$ cat config.mk
export PLATFORM = sky130hd
export DESIGN_NAME = l2sc_ctrl
export DESIGN_NICKNAME = d
export VERILOG_FILES = /design/src/hw/l2sc_ctrl.v
export VERILOG_INCLUDE_DIRS = /design/src /design/src/hw
export SDC_FILE = /design/constraint.sdc
export NUM_CORES = 1
export LEC_CHECK = 0
export ABC_AREA = 0
export BUFFER_PORTS_ARGS = -buffer_cell sky130_fd_sc_hd__buf_2
export CORE_UTILIZATION = 47
export DETAILED_ROUTE_END_ITERATION = 10
export PLACE_DENSITY_LB_ADDON = 0.05
export SYNTH_ARGS = -nofsm -noshare
export SYNTH_HDL_FRONTEND = slang
export SYNTH_SLANG_ARGS = --single-unit
export TNS_END_PERCENT = 20
$ cat constraint.sdc
create_clock -name ref_clk -period 5.5 [get_ports ref_clk]
set_input_delay 0.55 -clock ref_clk [delete_from_list [all_inputs] [get_ports ref_clk]]
set_output_delay 0.55 -clock ref_clk [all_outputs]
set_load 0.02 [all_outputs]
$ cat src/hw/l2sc_defines.vh
// Constants for the cache SRAM clock and control block.
// Assumes inclusion by bare name from the design file only.
`ifndef L2SC_DEFINES_VH
`define L2SC_DEFINES_VH
`define L2SC_CLK_DIV_HALF    4'h1
`define L2SC_WAKE_GAP        4'h2
`define L2SC_TURN_GAP        4'h1
`define L2SC_LOCK_WINDOW     4'hC
`define L2SC_SYNC_AGE_MAX    4'hF
`define L2SC_OP_IDLE         2'h0
`define L2SC_OP_READ         2'h1
`define L2SC_OP_WRITE        2'h2
`endif

$ cat src/hw/l2sc_ctrl.v
// Cache SRAM control and clock generator: select, write strobe, clocks,
// sync loop-back, sleep strobe, write data drive and byte parity.
// Assumes the core offers one access request at a time on ref_clk and
// holds it until accepted.
`timescale 1ns/10ps
`default_nettype none
`include "l2sc_defines.vh"

// Operation
// - Select low whenever the cache SRAMs are accessed, high otherwise.
// - Write strobe low only during cache writes.
// - Select and write strobe may change on any cache clock cycle.
// - Select and write strobe held high during hard reset.
// - Two cache clocks, identical and in phase by default.
// - Differential config makes second cache clock the inverse of first.
// - Both cache clocks held low during hard reset.
// - Sync clock output driven, low during hard reset.
// - Sync clock input, looped back, is timing alignment reference; here it only feeds syncLocked, which gates access.
// - Sleep strobe driven only when enabled by configuration; here it is always driven, held low while disabled.
// - Sleep strobe asserts on nap or sleep entry, negates on exit.
// - At least two cache clocks after sleep negation before access.
// - Sleep strobe held low during hard reset.
// - Data bus released one cycle when switching read and write; here the busy idle plus the turnaround idle release it two cache clocks.
// - Odd parity per write data byte lane.
module l2sc_ctrl
#(
    parameter LANES = 8
)
(
    input  wire                 ref_clk,
    input  wire                 arst_n,
    input  wire                 reqValid,
    input  wire                 reqWrite,
    input  wire [LANES*8-1:0]   reqData,
    output reg                  reqReady,
    input  wire                 cfgDiffClock,
    input  wire                 cfgSleepEnable,
    input  wire                 powerDown,
    input  wire                 cacheSyncClockIn,
    output reg                  cacheSramSelectN,
    output reg                  cacheSramWriteN,
    output reg                  cacheClockOutFirst,
    output reg                  cacheClockOutSecond,
    output reg                  cacheSyncClockOut,
    output reg                  sramSleepStrobe,
    output reg                  syncLocked,
    output reg  [LANES*8-1:0]   cacheDataOut,
    output reg  [LANES-1:0]     cacheByteParityOut,
    output reg                  cacheDataOe
);

    // ************************************************************
    // Cache clock generation
    // ************************************************************
    reg [3:0] divCnt_q;
    reg       cacheClk_q;
    wire      cacheClkRise = (divCnt_q == `L2SC_CLK_DIV_HALF) && !cacheClk_q;
    wire      cacheClkTick = (divCnt_q == `L2SC_CLK_DIV_HALF);

    always @(posedge ref_clk or negedge arst_n)
    begin
        if (!arst_n)
        begin
            divCnt_q   <= 4'h0;
            cacheClk_q <= 1'b0;
        end
        else if (cacheClkTick)
        begin
            divCnt_q   <= 4'h0;
            cacheClk_q <= !cacheClk_q;
        end
        else
            divCnt_q <= divCnt_q + 4'h1;
    end

    always @(posedge ref_clk or negedge arst_n)
    begin
        if (!arst_n)
        begin
            cacheClockOutFirst  <= 1'b0;
            cacheClockOutSecond <= 1'b0;
            cacheSyncClockOut   <= 1'b0;
        end
        else
        begin
            cacheClockOutFirst  <= cacheClk_q;
            cacheClockOutSecond <= cfgDiffClock ? !cacheClk_q
                                                : cacheClk_q;
            cacheSyncClockOut   <= cacheClk_q;
        end
    end

    // ************************************************************
    // Sync loop-back
    // ************************************************************
    // The returned clock is foreign to ref_clk, so it is synchronised.
    // Lock means its rising edges keep arriving; the access engine waits.
    reg       syncMeta_q;
    reg       syncSafe_q;
    reg       syncPrev_q;
    reg [3:0] syncAge_q;
    wire      syncRise = syncSafe_q && !syncPrev_q;
    // The age saturates, so a loop-back that stops leaves lock dropped
    // for good instead of wrapping round into a false lock.
    localparam [3:0] AGE_MAX     = `L2SC_SYNC_AGE_MAX;
    localparam [3:0] LOCK_WINDOW = `L2SC_LOCK_WINDOW;

    always @(posedge ref_clk or negedge arst_n)
    begin
        if (!arst_n)
        begin
            syncMeta_q <= 1'b0;
            syncSafe_q <= 1'b0;
            syncPrev_q <= 1'b0;
            syncAge_q  <= AGE_MAX;
            syncLocked <= 1'b0;
        end
        else
        begin
            syncMeta_q <= cacheSyncClockIn;
            syncSafe_q <= syncMeta_q;
            syncPrev_q <= syncSafe_q;
            if (syncRise)
                syncAge_q <= 4'h0;
            else if (syncAge_q != AGE_MAX)
                syncAge_q <= syncAge_q + 4'h1;
            syncLocked <= (syncAge_q < LOCK_WINDOW);
        end
    end

    // ************************************************************
    // Access engine
    // ************************************************************
    // Requests are taken only on a cache clock rise, so select, strobe
    // and data stand a whole cache clock where the SRAMs sample them.
    // The busy flag forces an idle cache clock after each access; this
    // halves peak throughput but keeps select timing trivially legal.
    reg [1:0] lastOp_q;
    reg [3:0] gap_q;
    reg       busy_q;
    // A switch between read and write costs one idle cache clock, so the
    // SRAMs and this block never drive the data bus in the same cycle.
    wire      turnAround = (lastOp_q != `L2SC_OP_IDLE) &&
                           ((lastOp_q == `L2SC_OP_WRITE) != reqWrite);
    wire      canIssue = reqValid && !busy_q && syncLocked && !powerDown &&
                         !sramSleepStrobe && (gap_q == 4'h0) && !turnAround;

    // Reduction xnor gives one when a byte holds an even count of ones,
    // which is exactly the bit that makes the lane plus parity odd.
    function [LANES-1:0] oddPar;
        input [LANES*8-1:0] d;
        integer i;
        begin
            for (i = 0; i < LANES; i = i + 1)
                oddPar[i] = ~^d[i*8 +: 8];
        end
    endfunction

    always @(posedge ref_clk or negedge arst_n)
    begin
        if (!arst_n)
        begin
            cacheSramSelectN   <= 1'b1;
            cacheSramWriteN    <= 1'b1;
            sramSleepStrobe    <= 1'b0;
            cacheDataOut       <= {LANES*8{1'b0}};
            cacheByteParityOut <= {LANES{1'b0}};
            cacheDataOe        <= 1'b0;
            reqReady           <= 1'b0;
            lastOp_q           <= `L2SC_OP_IDLE;
            gap_q              <= 4'h0;
            busy_q             <= 1'b0;
        end
        else
        begin
            reqReady <= 1'b0;
            // Sleep strobe moves only on cache clock rising edges.
            if (cacheClkRise)
            begin
                // The wake gap is loaded on negation and counted only on
                // idle cache clock rises, so it can never be cut short.
                if (powerDown && cfgSleepEnable && !busy_q)
                    sramSleepStrobe <= 1'b1;
                else if (sramSleepStrobe)
                begin
                    sramSleepStrobe <= 1'b0;
                    gap_q <= `L2SC_WAKE_GAP;
                end
                else if (gap_q != 4'h0 && !busy_q)
                    gap_q <= gap_q - 4'h1;
            end
            // At most one access every two cache clocks; select and strobe change
            // only on cache clock rises.
            if (cacheClkRise)
            begin
                if (canIssue)
                begin
                    busy_q           <= 1'b1;
                    reqReady         <= 1'b1;
                    cacheSramSelectN <= 1'b0;
                    cacheSramWriteN  <= !reqWrite;
                    cacheDataOe      <= reqWrite;
                    cacheDataOut     <= reqData;
                    cacheByteParityOut <= oddPar(reqData);
                    lastOp_q <= reqWrite ? `L2SC_OP_WRITE : `L2SC_OP_READ;
                end
                else
                begin
                    busy_q           <= 1'b0;
                    cacheSramSelectN <= 1'b1;
                    cacheSramWriteN  <= 1'b1;
                    cacheDataOe      <= 1'b0;
                    if (reqValid && turnAround && !busy_q)
                    begin
                        // The idle cycle just spent released the bus.
                        lastOp_q <= `L2SC_OP_IDLE;
                    end
                end
            end
        end
    end

endmodule // l2sc_ctrl
`default_nettype wire

After elaboration in Yosys (flattened, before gate mapping):

Index checks and enable logic that the tools add are counted.

* multiplexer cells: 15
* order comparisons: 1
* bitwise gates (word level): 1
* equal/unequal tests: 4
* shift-type cells: 0
* multiply operators: 0
* divide/modulo/power cells: 0
* reductions and logical operators: 38
* $add $sub $neg: 3

Operator list (number)
* XNOR reduction 8 bit: 8
* 2-to-1 mux 4 bit: 5
* logical AND 1 bit: 14
* adder 4 x 1 -> 4 bit, second input constant: 2
* nonzero test 2 bit: 4
* logical NOT 1 bit: 7
* 2-to-1 mux 1 bit: 7
* 2-to-1 mux 2 bit: 3
* equality test 4 x 1 -> 1 bit, second input constant: 1
* logical NOT 4 bit: 1
* < comparator 4 bit, second input constant: 1
* != test 4 bit, second input constant: 1
* AND reduction 2 bit: 2
* nonzero test 4 bit: 1
* subtractor 4 x 1 -> 4 bit, second input constant: 1
* AND reduction 3 bit: 1
* equality test 2 bit, second input constant: 1
* != test 1 bit: 1
* NOT 1 bit: 1

* input bits: 72
* logic and storage cells: 81
* register bits after elaboration: 99
* ROM bits: 0
* bits in writable memories: 0
* memories kept: 0
* latch bits: 0
* output and inout port bits: 81

Longest topological paths before layout:

* depth after elaboration: 9
* gate-level depth with buffers: 8
* gate-level depth less buffers: 6

Least setup slack after synthesis:

OpenSTA, ideal clock, no wires.

* path type: flip-flop to flip-flop
* start point: register gap_q[0]
* end point: register cacheDataOut[38]
* required time: 5.373 ns
* slack: 3.422 ns
* period minus slack after synthesis: 2.078 ns
* setup time: 0.127 ns
* stages on the path, launching flop included: 9
* buffers on the path: 2
* data arrival time: 1.950 ns
* cell sequence: dfrtp_1 -> inv_1 -> ha_1 -> nor3b_1 -> nand4_1 -> nor3_4 -> buf_6 -> buf_6 -> mux2_1

* word-level cells in the longest chain between the ends: 4

Ends and longest elaborated chain
* from (decl): line l2sc_ctrl.v:139 `reg [3:0] gap_q;`
* from (signal assigned): line l2sc_ctrl.v:187 `` gap_q <= `L2SC_WAKE_GAP; ``
* from (signal assigned): line l2sc_ctrl.v:190 `gap_q <= gap_q - 4'h1;`
* logical NOT 4 bit: line l2sc_ctrl.v:146 `!sramSleepStrobe && (gap_q == 4'h0) && !turnAround;`
* logical AND 1 bit (2 in a row): line l2sc_ctrl.v:146
* AND reduction 2 bit (no line)
* to (signal assigned): line l2sc_ctrl.v:166 `cacheDataOut <= {LANES*8{1'b0}};`
* to (signal assigned): line l2sc_ctrl.v:203 `cacheDataOut <= reqData;`
* to (decl): line l2sc_ctrl.v:47 `output reg [LANES*8-1:0] cacheDataOut,`

No other way between the ends.
A chain may end at the register's enable or synchronous reset.

Final worst setup path:

* start point: register gap_q[0]
* end point: register cacheDataOut[3]

Same word-level chain as after synthesis.

==> key figures <==
Setup path
  – CP Class: flop to flop
  – Crit-path slowest cell: nor3_4
  – Max incr delay on CP: a little over 0.8 ns
  – Setup crit start kind: flop
  – Worst Setup End Kind: flop
  – Worst reg2reg path endpoint: cacheDataOut[3]$_DFFE_PN0P_
  – WP data required: around 5.7 ns
  – Worst R2R Start: gap_q[0]$_DFFE_PN0P_
  – Crit-path leading delay family: simple AND/OR/NAND/NOR gates
  – WP data arrival: between 3 and 4 ns
  – Crit Path Max Fanout: 34
  – FF-to-FF setup slack: between 2 and 2.5 ns
  – R2r worst-path depth: 7
  – Crit path cell chain: inv_1 > ha_1 > nor3b_1 > nand4_1 > nor3_4 > buf_4 > mux2_2
  – Bufs and invs on worst path: 2

Finish
  – Non-Filler Instances: around 580
  – Layout cell share with drive strength beyond 1: 48.6%
  – Diode count: 0
  – Fillers: 743
  – Layout Nets: 540
  – Area Growth Syn to Fin: 24.1%

Global route
  – Vias in the first global route: about 3000
  – GRT Util Overall: 18.7%
  – Pin count of the biggest net entering global routing: 63
  – Total gr overflow: 0
  – Initial antenna violation count: 0
  – Global-route wire length before repair: around 14000 um

Floorplanning
  – Row cnt: 34
  – Die H: approximately 98 um
  – Die Wd: 98.1 um
  – Die area: just under 10000 um2
  – Initial Utilization: between 40% and 50%
  – Core area: 8850 um2
  – IO Pins: 153

Timing
  – RSZ-0062 raised after global routing: false
  – Final Max Tran Viols: 0
  – Crit path time final: between 3 and 4 ns
  – Worst Clk Skew: 0.0142 ns
  – Peak Freq: between 300 and 400 MHz
  – Final number of setup-violating endpoints: 0
  – Final hold violation count: 0
  – Worst slew margin: between 40% and 50%
  – Fin Setup TNS: 0 ns
  – Worst-Margin Slew: 0.886 ns
  – Tcrit/Tclk final: between 50% and 60%

Status
  – Failing checks: design-rule violations
  – Run status: finished with violations

Placed design
  – Placed insts: about 560
  – RD Place Congestion: about 0.82
  – HPWL after DPL: 6340 um
  – PortBufs: about 150

Yosys
  – Synthesized flop and latch total: 99
  – Top cells by area, synth: dfrtp_1 (54%), mux2_2 (12%), xnor2_1 (12%), mux2_1 (6.5%), dfstp_2 (3.6%)
  – Top-count cell post-synth: dfrtp_1
  – Synth warn: 0
  – Post-synthesis cell type count: 36
  – Synth area leader: dfrtp_1
  – Top post-synthesis cells by count: dfrtp_1 (93), xnor2_1 (60), mux2_2 (48)
  – Cells after synthesis: between 300 and 400
  – Syn Nets: 383
  – Avg Cell Area, Syn: 14.1 um2
  – Share of the synthesized area in the top cell type: a little over half
  – Number of flops mapped to enable cells by yosys: 0
  – Main flop type after synthesis: dfrtp_1
  – Syn Std Cell Area: approximately 4300 um2
  – Asr flop ratio synth: 100%
  – Register area share after synthesis: between 50% and 60%

Power and ir drop
  – Power Dens Cells: 383 nW/um2
  – LEAKAGE: 2.87 nW
  – Max VDD drop: between 0.15 and 0.2 mV

Route
  – Total Wirelength: between 8000 and 9000 um
  – Initial DRT Pass Iterations: 7
  – Vias: roughly 2900
  – Drc violations: 12
  – DRT antenna net count: 0
  – Vias/cell: between 5 and 6
  – Drt wl/cell: 14.6 um
  – DRT iter0 DRCs: about 70

Clock tree
  – Register clock-pin slew on the reported worst setup and hold paths: about 0.1 ns
  – H-tree depth: 3
  – CTS tree: yes
  – # hold bufs at CTS: 0
  – Root Driver: clkbuf_8
  – Total CTS buffers: 9
  – Post-CTS setup buffers: 0
  – Clock Latency Late Sink: about 0.36 ns
  – Longest Clk Path Bufs: 2
  – CTS Sinks: 99
  – Post_cts resized: 0

Min path
  – Hold Crit Class: input pin to async pin

Run
  – Number of max-cap violations: 0
-- state kept, by name (all words and copies together) (netlist names) --
signal               count
lastOp_q                 2
cacheSramSelectN         1
syncLocked               1
cacheSyncClockOut        1
syncSafe_q               1
syncAge_q                4
busy_q                   1
gap_q                    4
sramSleepStrobe          1
cacheClk_q               1
cacheClockOutSecond      1
cacheByteParityOut       8
reqReady                 1
divCnt_q                 4
syncPrev_q               1
cacheDataOe              1
cacheDataOut            64
cacheSramWriteN          1
syncMeta_q               1
-- where the power goes --
group / switching [mW] / leakage (nW) / total, mW / internal (mW)
clock network: 0.257 / 0.108 / 0.485 / 0.228
logic: 0.341 / 1.45 / 0.617 / 0.276
registers: 0.0797 / 1.31 / 0.960 / 0.880
-- how the worst max path moves through the flow --
stage	from	endpoint	slack [ns]	depth (start not counted)
after floorplan	gap_q[0]$_DFFE_PN0P_	cacheDataOut[38]$_DFFE_PN0P_	3.42	8
after global placement	gap_q[0]$_DFFE_PN0P_	cacheDataOut[31]$_DFFE_PN0P_	2.52	7
after detailed placement	gap_q[0]$_DFFE_PN0P_	cacheDataOut[3]$_DFFE_PN0P_	2.48	7
after CTS	gap_q[0]$_DFFE_PN0P_	cacheDataOut[3]$_DFFE_PN0P_	2.46	7
after global routing	gap_q[0]$_DFFE_PN0P_	cacheByteParityOut[3]$_DFFE_PN0P_	2.27	7
final	gap_q[0]$_DFFE_PN0P_	cacheDataOut[3]$_DFFE_PN0P_	2.49	7
-- area by class of cell --
cell class                      count  area [um2]  area share [%]
Sequential cell                    99        2480            46.1
Clock buffer                       10         138            2.55
Multi-Input combinational cell    194        1750            32.5
Timing Repair Buffer              155         786            14.6
Clock inverter                      6        70.1            1.30
Inverter                            7        26.3           0.488
Tap cell                          108         135            2.51
-- cells in the final DEF (no fill, tap or decap), drive strengths merged --
cell and instances:
a21boi 2, a21o 1, a21oi 1, a22o 1, a31oi 2, and2 1
buf 155, bufinv 1, clkbuf 10, clkinv 2, dfrtp 93, dfstp 6
ha 2, inv 10, mux2 73, mux2i 2, nand2 8, nand3 5
nand3b 2, nand4 1, nor2 10, nor2b 2, nor3 6, nor3b 2
nor4b 1, o211ai 1, o21ai 2, o21ba 1, o22a 1, o22ai 1
o2bb2ai 1, o31ai 2, or4 2, xnor2 60, xor2 1
-- logic make-up after synthesis --
| family | synth area share [%] |
|---|---|
| AO/OA/AOI/OAI | 2.65 |
| XOR/XNOR | 12.3 |
| adder cells (fa/ha/maj) | 0.576 |
| buffers and inverters | 2.51 |
| flip-flops | 57.2 |
| multiplexers | 19.4 |
| AND/OR/NAND/NOR | 5.36 |
-- stage by stage --
stage	power, mW	utilization [%]	instance area (um2)	setup WS, ns	hold WS [ns]
floorplan	1.38	-	4340	3.42	0.254
global placement	1.58	58.6	5180	2.52	0.332
detailed placement	1.60	58.6	5180	2.48	0.336
CTS	2.09	60.9	5390	2.46	0.141
global route	2.18	60.9	5390	2.27	0.157
finish	2.06	60.9	5390	2.49	0.132
-- per-layer routing --
layer | up-vias | global-route usage, % | routed length [um] | share of wire, %
met5 | - | 0 | 0 | 0
met4 | 0 | 7.46 | 136 | 1.6
met3 | 10 | 6.30 | 701 | 8.3
met2 | 108 | 29.6 | 3940 | 47
met1 | 1405 | 23.8 | 3690 | 44
li1 | 1374 | - | - | -
Power figures use the tool's default switching activity.
